[src/uth_pkg.sv]
package uth_pkg;

  //////////////////////////////////////////////////////////////////////////////
  // Register byte offsets on APB
  localparam logic [7:0] OFF_TXDATA = 8'h00;
  localparam logic [7:0] OFF_LCR = 8'h04;
  localparam logic [7:0] OFF_FCR = 8'h08;
  localparam logic [7:0] OFF_DIVL = 8'h0c;
  localparam logic [7:0] OFF_DIVH = 8'h10;
  localparam logic [7:0] OFF_SCRATCH = 8'h14;
  localparam logic [7:0] OFF_IRQ_STAT = 8'h18;
  localparam logic [7:0] OFF_IRQ_CLR = 8'h1c;
  localparam logic [7:0] OFF_IRQ_EN = 8'h20;
  localparam logic [7:0] OFF_STATUS = 8'h24;

  //////////////////////////////////////////////////////////////////////////////
  // Field positions
  localparam int LCR_WLS_LSB = 0;
  localparam int LCR_STB_BIT = 2;
  localparam int LCR_PEN_BIT = 3;
  localparam int LCR_EPS_BIT = 4;
  localparam int FCR_EN_BIT = 0;
  localparam int FCR_CLR_BIT = 1;
  localparam int FCR_TRIG_LSB = 6;
  localparam int IRQ_HOLD_EMPTY = 0;
  localparam int IRQ_FIFO_LOW = 1;
  localparam int IRQ_OVERRUN = 2;
  localparam int NUM_IRQ = 3;
  localparam int STAT_BUSY_BIT = 7;
  localparam int STAT_EMPTY_BIT = 8;

  //////////////////////////////////////////////////////////////////////////////
  // Reset values, sizes and timing counts
  localparam logic [4:0] LCR_RST = 5'h03;
  localparam logic [15:0] DIV_RST = 16'h0001;
  localparam logic [7:0] SCRATCH_RST = 8'h00;
  localparam int TX_DEPTH = 64;
  localparam int TICKS_PER_BIT = 16;
  localparam int TICKS_STOP_HALF = 24;
  localparam int TICKS_STOP_TWO = 32;

  typedef struct packed {
    logic eps;
    logic pen;
    logic stb;
    logic [1:0] wls;
  } uth_lcr_t;

  typedef struct packed {
    logic [1:0] trig;
    logic fifo_en;
  } uth_fcr_t;

  typedef enum logic [2:0] {
    ST_IDLE = 3'h0,
    ST_START = 3'h1,
    ST_DATA = 3'h3,
    ST_PARITY = 3'h2,
    ST_STOP = 3'h6
  } uth_tx_state_t;

endpackage : uth_pkg

[src/uth_tx_path.sv]
// The implementer's own choices: register access over APB and the register offsets.
module uth_tx_path #(
  parameter int DEPTH = uth_pkg::TX_DEPTH
) (
  // Clock, reset and enable
  input wire logic pclk,
  input wire logic presetn,
  input wire logic ce,
  // APB slave
  input wire logic psel,
  input wire logic penable,
  input wire logic pwrite,
  input wire logic [7:0] paddr,
  input wire logic [31:0] pwdata,
  output logic [31:0] prdata,
  output logic pready,
  output logic pslverr,
  // Serial side
  output logic serial_output,
  output logic baud_tick_output,
  // Interrupt
  output logic irq
);

  localparam int PW = $clog2(DEPTH);
  localparam int CW = $clog2(DEPTH + 1);
  localparam int NI = uth_pkg::NUM_IRQ;

  function automatic logic parity_of(input logic [7:0] d, input uth_pkg::uth_lcr_t l);
    logic [7:0] m;
    m = 8'hff >> (3 - l.wls);
    return (^(d & m)) ^ ~l.eps;
  endfunction : parity_of

  function automatic logic [CW-1:0] low_mark(input logic [1:0] trig);
    case (trig)
      2'h0: low_mark = CW'(0);
      2'h1: low_mark = CW'(8);
      2'h2: low_mark = CW'(16);
      default: low_mark = CW'(32);
    endcase
  endfunction : low_mark

  ////////////////////////////////////////////////////////////////////////////////
  // Registers
  logic [7:0] scratch_reg;
  uth_pkg::uth_lcr_t lcr_reg;
  uth_pkg::uth_fcr_t fcr_reg;
  logic [15:0] div_reg;
  logic [NI-1:0] en_reg;
  logic [NI-1:0] stat_reg;
  logic [NI-1:0] stat_next;

  // FIFO
  logic [7:0] mem [DEPTH];
  logic [PW-1:0] wptr_reg;
  logic [PW-1:0] rptr_reg;
  logic [CW-1:0] count_reg;

  // Transmitter
  uth_pkg::uth_tx_state_t state_reg;
  logic [7:0] tx_shift_register;
  logic [5:0] tick_cnt_reg;
  logic [2:0] bit_cnt_reg;
  logic par_reg;
  logic baud_tick;

  ////////////////////////////////////////////////////////////////////////////////
  // APB decode
  logic access;
  logic wr_done;
  logic mapped;
  logic [31:0] rd_value;
  logic char_mode;
  logic full;
  logic empty;
  logic wr_tx;
  logic push;
  logic pop;
  logic fifo_clr;
  logic div_wr;
  logic [15:0] div_in;

  // A write lands on the edge where pready is seen high, one wait state in
  assign access = psel & penable;
  assign wr_done = ce & access & pready & pwrite;
  assign char_mode = ~fcr_reg.fifo_en;
  assign empty = (count_reg == CW'(0));
  // Character mode behaves as a one-deep holding register
  assign full = char_mode ? !empty : (count_reg == CW'(DEPTH));
  assign wr_tx = wr_done & (paddr == uth_pkg::OFF_TXDATA);
  assign push = wr_tx & ~full;
  assign fifo_clr = wr_done & (paddr == uth_pkg::OFF_FCR) & pwdata[uth_pkg::FCR_CLR_BIT];
  // Loading only on a tick keeps the start bit a full sixteen ticks long
  assign pop = ce & baud_tick & (state_reg == uth_pkg::ST_IDLE) & ~empty & ~fifo_clr;
  assign div_wr = wr_done & ((paddr == uth_pkg::OFF_DIVL) | (paddr == uth_pkg::OFF_DIVH));
  // The counter keeps the stored divisor; only a divisor write shows the new byte early
  assign div_in = !div_wr ? div_reg : ((paddr == uth_pkg::OFF_DIVL)
    ? {div_reg[15:8], pwdata[7:0]} : {pwdata[7:0], div_reg[7:0]});

  always_comb begin
    mapped = 1'b1;
    rd_value = 32'h0000_0000;
    unique case (paddr)
      uth_pkg::OFF_TXDATA: rd_value = 32'h0000_0000;
      uth_pkg::OFF_LCR: rd_value[4:0] = lcr_reg;
      uth_pkg::OFF_FCR: begin
        rd_value[uth_pkg::FCR_EN_BIT] = fcr_reg.fifo_en;
        rd_value[uth_pkg::FCR_TRIG_LSB +: 2] = fcr_reg.trig;
      end
      uth_pkg::OFF_DIVL: rd_value[7:0] = div_reg[7:0];
      uth_pkg::OFF_DIVH: rd_value[7:0] = div_reg[15:8];
      uth_pkg::OFF_SCRATCH: rd_value[7:0] = scratch_reg;
      uth_pkg::OFF_IRQ_STAT: rd_value[NI-1:0] = stat_reg;
      uth_pkg::OFF_IRQ_CLR: rd_value = 32'h0000_0000;
      uth_pkg::OFF_IRQ_EN: rd_value[NI-1:0] = en_reg;
      uth_pkg::OFF_STATUS: begin
        rd_value[CW-1:0] = count_reg;
        rd_value[uth_pkg::STAT_BUSY_BIT] = (state_reg != uth_pkg::ST_IDLE);
        rd_value[uth_pkg::STAT_EMPTY_BIT] = empty;
      end
      default: mapped = 1'b0;
    endcase
  end

  always_ff @(posedge pclk or negedge presetn) begin
    if (!presetn) begin
      pready <= 1'b0;
      pslverr <= 1'b0;
      prdata <= 32'h0000_0000;
    end else if (ce) begin
      if (access && !pready) begin
        pready <= 1'b1;
        pslverr <= ~mapped;
        prdata <= pwrite ? 32'h0000_0000 : rd_value;
      end else begin
        pready <= 1'b0;
        pslverr <= 1'b0;
      end
    end
  end

  ////////////////////////////////////////////////////////////////////////////////
  // Software registers
  always_ff @(posedge pclk or negedge presetn) begin
    if (!presetn) begin
      scratch_reg <= uth_pkg::SCRATCH_RST;
    end else if (wr_done && paddr == uth_pkg::OFF_SCRATCH) begin
      scratch_reg <= pwdata[7:0];
    end
  end

  // Width, parity enable and stop changes mid-character affect the bits still to go; the parity value is fixed at load
  always_ff @(posedge pclk or negedge presetn) begin
    if (!presetn) begin
      lcr_reg <= uth_pkg::LCR_RST;
      fcr_reg <= '0;
      en_reg <= '0;
    end else if (wr_done) begin
      if (paddr == uth_pkg::OFF_LCR) begin
        lcr_reg <= uth_pkg::uth_lcr_t'(pwdata[4:0]);
      end
      if (paddr == uth_pkg::OFF_FCR) begin
        fcr_reg.fifo_en <= pwdata[uth_pkg::FCR_EN_BIT];
        fcr_reg.trig <= pwdata[uth_pkg::FCR_TRIG_LSB +: 2];
      end
      if (paddr == uth_pkg::OFF_IRQ_EN) begin
        en_reg <= pwdata[NI-1:0];
      end
    end
  end

  always_ff @(posedge pclk or negedge presetn) begin
    if (!presetn) begin
      div_reg <= uth_pkg::DIV_RST;
    end else if (wr_done) begin
      if (paddr == uth_pkg::OFF_DIVL) begin
        div_reg[7:0] <= pwdata[7:0];
      end
      if (paddr == uth_pkg::OFF_DIVH) begin
        div_reg[15:8] <= pwdata[7:0];
      end
    end
  end

  ////////////////////////////////////////////////////////////////////////////////
  // Baud generator
  uth_baud_gen u_baud (
    .pclk(pclk),
    .presetn(presetn),
    .ce(ce),
    .divisor(div_in),
    .reload(div_wr),
    .tick(baud_tick)
  );

  always_ff @(posedge pclk or negedge presetn) begin
    if (!presetn) begin
      baud_tick_output <= 1'b0;
    end else if (ce) begin
      baud_tick_output <= baud_tick;
    end
  end

  ////////////////////////////////////////////////////////////////////////////////
  // Holding queue
  always_ff @(posedge pclk) begin
    if (push) begin
      mem[wptr_reg] <= pwdata[7:0];
    end
  end

  always_ff @(posedge pclk or negedge presetn) begin
    if (!presetn) begin
      wptr_reg <= '0;
      rptr_reg <= '0;
      count_reg <= '0;
    end else if (fifo_clr) begin
      wptr_reg <= '0;
      rptr_reg <= '0;
      count_reg <= '0;
    end else begin
      if (push) begin
        wptr_reg <= PW'(wptr_reg + 1'b1);
      end
      if (pop) begin
        rptr_reg <= PW'(rptr_reg + 1'b1);
      end
      count_reg <= CW'(count_reg + CW'(push) - CW'(pop));
    end
  end

  ////////////////////////////////////////////////////////////////////////////////
  // Transmit shifter
  logic [2:0] last_bit;
  logic [5:0] stop_ticks;
  logic bit_end;

  assign last_bit = 3'(lcr_reg.wls) + 3'h4;
  assign bit_end = (tick_cnt_reg == 6'(uth_pkg::TICKS_PER_BIT - 1));
  always_comb begin
    if (!lcr_reg.stb) begin
      stop_ticks = 6'(uth_pkg::TICKS_PER_BIT);
    end else if (lcr_reg.wls == 2'h0) begin
      stop_ticks = 6'(uth_pkg::TICKS_STOP_HALF);
    end else begin
      stop_ticks = 6'(uth_pkg::TICKS_STOP_TWO);
    end
  end

  // Nothing moves between baud ticks, so the bus clock never sets bit time
  always_ff @(posedge pclk or negedge presetn) begin
    if (!presetn) begin
      state_reg <= uth_pkg::ST_IDLE;
      tx_shift_register <= 8'h00;
      tick_cnt_reg <= 6'h00;
      bit_cnt_reg <= 3'h0;
      par_reg <= 1'b0;
      serial_output <= 1'b1;
    end else if (ce) begin
      unique case (state_reg)
        uth_pkg::ST_IDLE: begin
          serial_output <= 1'b1;
          if (pop) begin
            tx_shift_register <= mem[rptr_reg];
            par_reg <= parity_of(mem[rptr_reg], lcr_reg);
            serial_output <= 1'b0;
            tick_cnt_reg <= 6'h00;
            bit_cnt_reg <= 3'h0;
            state_reg <= uth_pkg::ST_START;
          end
        end
        uth_pkg::ST_START: begin
          if (baud_tick) begin
            tick_cnt_reg <= bit_end ? 6'h00 : tick_cnt_reg + 6'h01;
            if (bit_end) begin
              serial_output <= tx_shift_register[0];
              state_reg <= uth_pkg::ST_DATA;
            end
          end
        end
        uth_pkg::ST_DATA: begin
          if (baud_tick) begin
            tick_cnt_reg <= bit_end ? 6'h00 : tick_cnt_reg + 6'h01;
            if (bit_end) begin
              tx_shift_register <= tx_shift_register >> 1;
              bit_cnt_reg <= bit_cnt_reg + 3'h1;
              if (bit_cnt_reg != last_bit) begin
                serial_output <= tx_shift_register[1];
              end else if (lcr_reg.pen) begin
                serial_output <= par_reg;
                state_reg <= uth_pkg::ST_PARITY;
              end else begin
                serial_output <= 1'b1;
                state_reg <= uth_pkg::ST_STOP;
              end
            end
          end
        end
        uth_pkg::ST_PARITY: begin
          if (baud_tick) begin
            tick_cnt_reg <= bit_end ? 6'h00 : tick_cnt_reg + 6'h01;
            if (bit_end) begin
              serial_output <= 1'b1;
              state_reg <= uth_pkg::ST_STOP;
            end
          end
        end
        uth_pkg::ST_STOP: begin
          if (baud_tick) begin
            tick_cnt_reg <= tick_cnt_reg + 6'h01;
            if (tick_cnt_reg == stop_ticks - 6'h01) begin
              tick_cnt_reg <= 6'h00;
              state_reg <= uth_pkg::ST_IDLE;
            end
          end
        end
        default: state_reg <= uth_pkg::ST_IDLE;
      endcase
    end
  end

  ////////////////////////////////////////////////////////////////////////////////
  // Interrupts: sticky status, write-one-to-clear, set wins
  logic [NI-1:0] set_vec;
  logic [NI-1:0] clr_vec;

  always_comb begin
    set_vec = '0;
    clr_vec = '0;
    set_vec[uth_pkg::IRQ_HOLD_EMPTY] = ce & char_mode & empty & ~wr_tx;
    set_vec[uth_pkg::IRQ_FIFO_LOW] = ce & ~char_mode
      & (count_reg <= low_mark(fcr_reg.trig));
    set_vec[uth_pkg::IRQ_OVERRUN] = wr_tx & full;
    clr_vec[uth_pkg::IRQ_HOLD_EMPTY] = char_mode & wr_tx;
    if (wr_done && paddr == uth_pkg::OFF_IRQ_CLR) begin
      clr_vec = clr_vec | pwdata[NI-1:0];
    end
    stat_next = set_vec | (stat_reg & ~clr_vec);
  end

  always_ff @(posedge pclk or negedge presetn) begin
    if (!presetn) begin
      stat_reg <= '0;
      irq <= 1'b0;
    end else if (ce) begin
      stat_reg <= stat_next;
      irq <= |(stat_reg & en_reg);
    end
  end

  ////////////////////////////////////////////////////////////////////////////////
  // Checks
  property p_scratch_hold;
    @(posedge pclk) disable iff (!presetn)
    (wr_done && paddr == uth_pkg::OFF_SCRATCH) |=> (scratch_reg == $past(pwdata[7:0]));
  endproperty
  a_scratch_hold: assert property (p_scratch_hold)
    else $error("Scratch register lost written value");

  property p_depth;
    @(posedge pclk) disable iff (!presetn)
    count_reg <= CW'(DEPTH);
  endproperty
  a_depth: assert property (p_depth)
    else $error("Holding queue over 64 entries");

  property p_tick_only;
    @(posedge pclk) disable iff (!presetn)
    ($past(state_reg) != uth_pkg::ST_IDLE && state_reg != $past(state_reg)) |-> $past(baud_tick);
  endproperty
  a_tick_only: assert property (p_tick_only)
    else $error("Shifter advanced without a baud tick");

  property p_load_idle;
    @(posedge pclk) disable iff (!presetn)
    pop |-> (state_reg == uth_pkg::ST_IDLE) ##1 (state_reg == uth_pkg::ST_START && !serial_output);
  endproperty
  a_load_idle: assert property (p_load_idle)
    else $error("Load outside idle or no start bit");

  property p_idle_high;
    @(posedge pclk) disable iff (!presetn)
    (state_reg == uth_pkg::ST_IDLE && $past(state_reg) == uth_pkg::ST_IDLE) |-> serial_output;
  endproperty
  a_idle_high: assert property (p_idle_high)
    else $error("Serial line not high while idle");

  property p_irq_char;
    @(posedge pclk) disable iff (!presetn)
    (ce && stat_reg[0] && en_reg[0]) |=> irq;
  endproperty
  a_irq_char: assert property (p_irq_char)
    else $error("Enabled empty interrupt not raised");

  property p_clear_on_write;
    @(posedge pclk) disable iff (!presetn)
    (ce && char_mode && wr_tx) |=> !stat_reg[uth_pkg::IRQ_HOLD_EMPTY];
  endproperty
  a_clear_on_write: assert property (p_clear_on_write)
    else $error("Character write did not clear empty interrupt");

  property p_bit_len;
    @(posedge pclk) disable iff (!presetn)
    (ce && baud_tick && state_reg == uth_pkg::ST_START && bit_end)
      |=> state_reg == uth_pkg::ST_DATA && tick_cnt_reg == 6'h00;
  endproperty
  a_bit_len: assert property (p_bit_len)
    else $error("Start bit not sixteen ticks");

endmodule : uth_tx_path

[src/uth_baud_gen.sv]
module uth_baud_gen (
  // Clock and reset
  input wire logic pclk,
  input wire logic presetn,
  input wire logic ce,
  // Divisor control
  input wire logic [15:0] divisor,
  input wire logic reload,
  // Sixteen-times bit clock
  output logic tick
);

  logic [15:0] cnt_reg;

  // Reload on any divisor write so a new rate never waits out an old long count
  always_ff @(posedge pclk or negedge presetn) begin
    if (!presetn) begin
      cnt_reg <= 16'h0001;
      tick <= 1'b0;
    end else if (ce) begin
      if (reload) begin
        cnt_reg <= divisor;
        tick <= 1'b0;
      end else if (divisor == 16'h0000) begin
        // A zero divisor stops the transmitter rather than running flat out
        tick <= 1'b0;
      end else if (cnt_reg <= 16'h0001) begin
        cnt_reg <= divisor;
        tick <= 1'b1;
      end else begin
        cnt_reg <= cnt_reg - 16'h0001;
        tick <= 1'b0;
      end
    end
  end

  property p_reload_count;
    @(posedge pclk) disable iff (!presetn)
    (ce && reload) |=> (cnt_reg == $past(divisor) && !tick);
  endproperty
  a_reload_count: assert property (p_reload_count)
    else $error("Baud counter not reloaded on divisor write");

endmodule : uth_baud_gen

[config.mk]
export PLATFORM = sky130hd
export DESIGN_NAME = uth_tx_path
export DESIGN_NICKNAME = d
export VERILOG_FILES = /design/src/uth_pkg.sv /design/src/uth_tx_path.sv /design/src/uth_baud_gen.sv
export SDC_FILE = /design/constraint.sdc
export NUM_CORES = 1
export LEC_CHECK = 0
export BUFFER_PORTS_ARGS = -buffer_cell sky130_fd_sc_hd__buf_2
export CORE_ASPECT_RATIO = 0.9
export CORE_UTILIZATION = 54
export CTS_CLUSTER_SIZE = 30
export DETAILED_ROUTE_END_ITERATION = 8
export GPL_TIMING_DRIVEN = 0
export PLACE_DENSITY = 0.71
export SLEW_MARGIN = 30
export SYNTH_ARGS = -nofsm -noshare
export SYNTH_HDL_FRONTEND = slang
export SYNTH_SLANG_ARGS = --single-unit
[constraint.sdc]
create_clock -name pclk -period 3.7 [get_ports pclk]
set_input_delay 0.74 -clock pclk [delete_from_list [all_inputs] [get_ports pclk]]
set_output_delay 0.74 -clock pclk [all_outputs]
set_load 0.01 [all_outputs]
==> run_results.csv <==
group,metric,value,unit
outcome,status,"completed",
sta,min_period_over_period,0.9854,
floorplan,die_w,233.7,um
worst_setup_path,crit_top_cell,"buf_12",
clocking,cts-root-buf,"clkbuf_16",
worst_setup_path,crit_path_start_kind,"register",
drt,route.vias.total,15060,
run,maxCapViolCount,0,
yosys,ys_ff_latch,621,
worst_hold_path,hold_path.class,"register to register",
clocking,cts_buffers,61,
clocking,clk_pin_slew_worst_paths,0.06,ns
cells_and_area,fin_nets,1743,
yosys,netlist_area,26080,sq um
drt,firstDrtPassIters,8,
yosys,synth_xor_area_frac,0.007916,
worst_setup_path,path_buf_inv,4,
global_routing,overflow,0,
floorplan,die_h,210.5,um
yosys,synth-compound-area-share,0.06055,
drt,routed_wl,65150,um
clocking,clock_path_buffers,3,
sta,finalHoldViolations,0,
yosys,synth_mux_area_frac,0.1363,
sta,clock-skew-final,0.03485,ns
sta,max_freq,274.3,MHz
worst_setup_path,crit_type,"register to register",
yosys,synth_ff_type,"edfxtp_1",
cells_and_area,area_growth,14.54,%
power_and_ir_drop,seqPwrFrac,0.471,
worst_setup_path,r2r_slack,0.05,ns
worst_setup_path,reg2reg_to,"par_reg",
worst_hold_path,worstHoldEndpoint,"prdata[6]",
global_routing,grt_max_degree,83,
cells_and_area,largest_register_ffs,512,
yosys,synthSimpleGateAreaFrac,0.06390,
clocking,clkSinkCount,621,
yosys,ys_warn_count,0,
worst_setup_path,worstReg2RegStart,"rptr_reg[0]",
worst_hold_path,min_from,"prdata[6]",
worst_setup_path,endpoint_kind,"register",
yosys,synth_top_family_by_area,"multiplexers",
clocking,clk_latency,0.64,ns
clocking,htreeDepth,2,
sta,setup_viol,0,
clocking,cts_tree,"yes",
yosys,synthArstFlopShare,0.1755,
sta,min_period,3.646,ns
cells_and_area,instances_no_fill,2352,
drt,drtIter0Drc,1949,
worst_setup_path,worstPathMaxFanout,10,
drt,antenna_left,0,
placed_design,port_buffers,34,
yosys,synth_cell_types,85,
power_and_ir_drop,vdd_ir_drop_max,0.0004537,V
sta,maxSlewHeadroom,0.3264,
sta,drv_slew,0,
placed_design,gp_congestion,0.9094,
worst_setup_path,r2r_cells,13,
power_and_ir_drop,cellLeakagePower,10.39,nW
yosys,ys_seq_area_frac,0.6943,
sta,worstMarginPinSlew,1.007,ns
drt,avgRoutedWirePerCell,27.70,um
worst_setup_path,crit_chain,"buf_8 -> buf_12 -> buf_12 -> buf_12 -> mux4_2 -> a22oi_1 -> nand2_1 -> a22oi_2 -> o221ai_4 -> xnor2_1 -> xnor3_1 -> o311ai_0 -> o211ai_1",
power_and_ir_drop,power,16.61,mW
power_and_ir_drop,intPower,12.57,mW
floorplan,start_util,0.5463,
floorplan,core-area,47740,sq um
worst_setup_path,crit_family,"compound AO/OA/AOI/OAI gates",
sta,setup_ws,0.05384,ns
cells_and_area,drive_gt1_frac,0.2577,
drt,vias_per_cell,6.404,
power_and_ir_drop,p_comb_frac,0.129,
power_and_ir_drop,p_clk_frac,0.400,
drt,drc,0,
yosys,netlist_instances,1546,
placed_design,dp_slack,-1.171,ns
global_routing,grt_first_pass_wirelength,96020,um
worst_hold_path,min_path_cells,1,
global_routing,globalRouteTotalUtil,0.2725,
worst_setup_path,critPathMaxStageDelay,0.52,ns
power_and_ir_drop,p_switching,4.042,mW
floorplan,dieArea,49180,sq um
worst_setup_path,worst_path_max_delay_cell,"mux4_2",
worst_setup_path,cp.required,4.18,ns
power_and_ir_drop,power_density,556.1,nW/um^2
global_routing,grt_pass1_vias,14640,
yosys,synthAdderAreaFrac,0.009403,
global_routing,antenna_found_initial,1,
floorplan,num_rows,76,
power_and_ir_drop,p_sw_frac,0.2433,
placed_design,place_hpwl,40300,um
yosys,syn_avg_cell_area,16.87,sq um
sta,rsz0062_at_grt,"yes",
floorplan,ios,83,
yosys,synth_edf_count,512,
placed_design,dp_cells,2228,
worst_setup_path,critPathArrivalTime,4.13,ns
cell type report:
cell class,instances,area (sq um)
diodes,1,2.502
plain buffers,104,839.6
clock buffers,71,1585
clock inverters,41,574.3
fillers,3354,17860
inverters,25,93.84
multi-input cells,818,7565
flip-flops and latches,621,18110
well taps,624,780.7
repair buffers,47,321.6
worst max-delay path by stage:
stage / startpoint / end / slack (ns) / depth (start not counted)
4_1_cts: rptr_reg[0] / par_reg / -0.17 / 13
5_1_grt: rptr_reg[0] / par_reg / -0.04 / 13
3_3_place_gp: rptr_reg[1] / par_reg / -1.56 / 13
3_5_place_dp: rptr_reg[1] / par_reg / -1.17 / 13
6_report: rptr_reg[0] / par_reg / 0.05 / 13
2_1_floorplan: paddr[5] / u_baud.cnt_reg[4] / 0.15 / 11
metal layers:
metal	vias up	track usage	wire length [um]
li1	6350	-	-
met1	7732	0.3964	26480
met2	844	0.4052	30070
met3	137	0.06169	6607
met4	0	0.1012	1995
met5	-	0	0
worst register-to-register path: cells and delay by family (launching register included):
family,cells,cell delay (ns)
flops,1,0.39
buf+inv,4,0.78
compound gates,5,1.05
mux,1,0.53
simple gates,1,0.14
xor+xnor,2,0.65
stage by stage:
step	hold slack (ns)	instance area [sq um]	setup TNS (ns)	util
after detailed placement	0.4603	27190	-183.27	0.5696
after global placement	0.4601	27110	-182.38	0.5680
final	0.4707	29870	0	0.6258
after CTS	0.4405	29540	-0.1747	0.6189
after floorplan	0.4444	26160	0	-
after global routing	0.4681	29870	-0.04373	0.6257
Yosys cell counts, types with 11 or more instances:
master	instances	area share
a21oi_1	47	0.0090
a21oi_2	13	0.0044
a22o_1	12	0.0040
a22oi_1	39	0.011
buf_4	26	0.0075
buf_6	15	0.0065
clkbuf_1	43	0.0062
dfrtp_1	104	0.10
edfxtp_1	512	0.59
ha_1	18	0.0086
inv_1	25	0.0036
mux2_2	32	0.014
mux2i_1	25	0.0096
mux4_2	130	0.11
nand2_1	86	0.012
nand3_1	29	0.0056
nor2_1	112	0.016
nor2b_1	15	0.0036
nor3_1	16	0.0031
o21ai_0	44	0.0084
xnor2_1	11	0.0037
power groups by stage:
stage	Sequential, mW	Clock (mW)	Combinational, mW
after CTS	7.82	6.70	2.05
final	7.82	6.65	2.14
after global placement	7.96	0	1.96
after global routing	7.84	6.96	2.34
after detailed placement	7.96	0	2.00
after floorplan	7.93	0	1.42
cells by family after synthesis:
family                   Yosys count
XOR/XNOR                          22
multiplexers                     188
buffers and inverters            129
other                              1
flip-flops                       621
adder cells (fa/ha/maj)           19
AND/OR/NAND/NOR                  339
AO/OA/AOI/OAI                    227
layout by cell type (no fill, tap or decap), drive strengths merged, types with 10 or more instances in the layout:
cell type    n
conb        23
a221oi      10
inv         27
xnor2       11
nand3       30
clkinv      21
edfxtp     512
mux4       130
nor2b       15
or3         10
a22oi       39
mux2i       25
nor2       112
clkbuf     110
bufinv      13
mux2        33
xor2        10
ha          18
a21oi       60
nor3        16
a22o        12
nand2       86
o21ai       48
dfrtp      104
buf        111
what timing repair did:
action | 4_1_cts | 5_1_grt
hold buffers | 1 | 0
resized for setup | 53 | 69
setup buffers | 1 | 9
setup endpoints to repair | 152 | 222
pin swaps | 1 | 7
endpoints found under the hold margin | 24 | 0
cloned | 0 | 0
No activity file was read; power rests on OpenSTA's default activity.
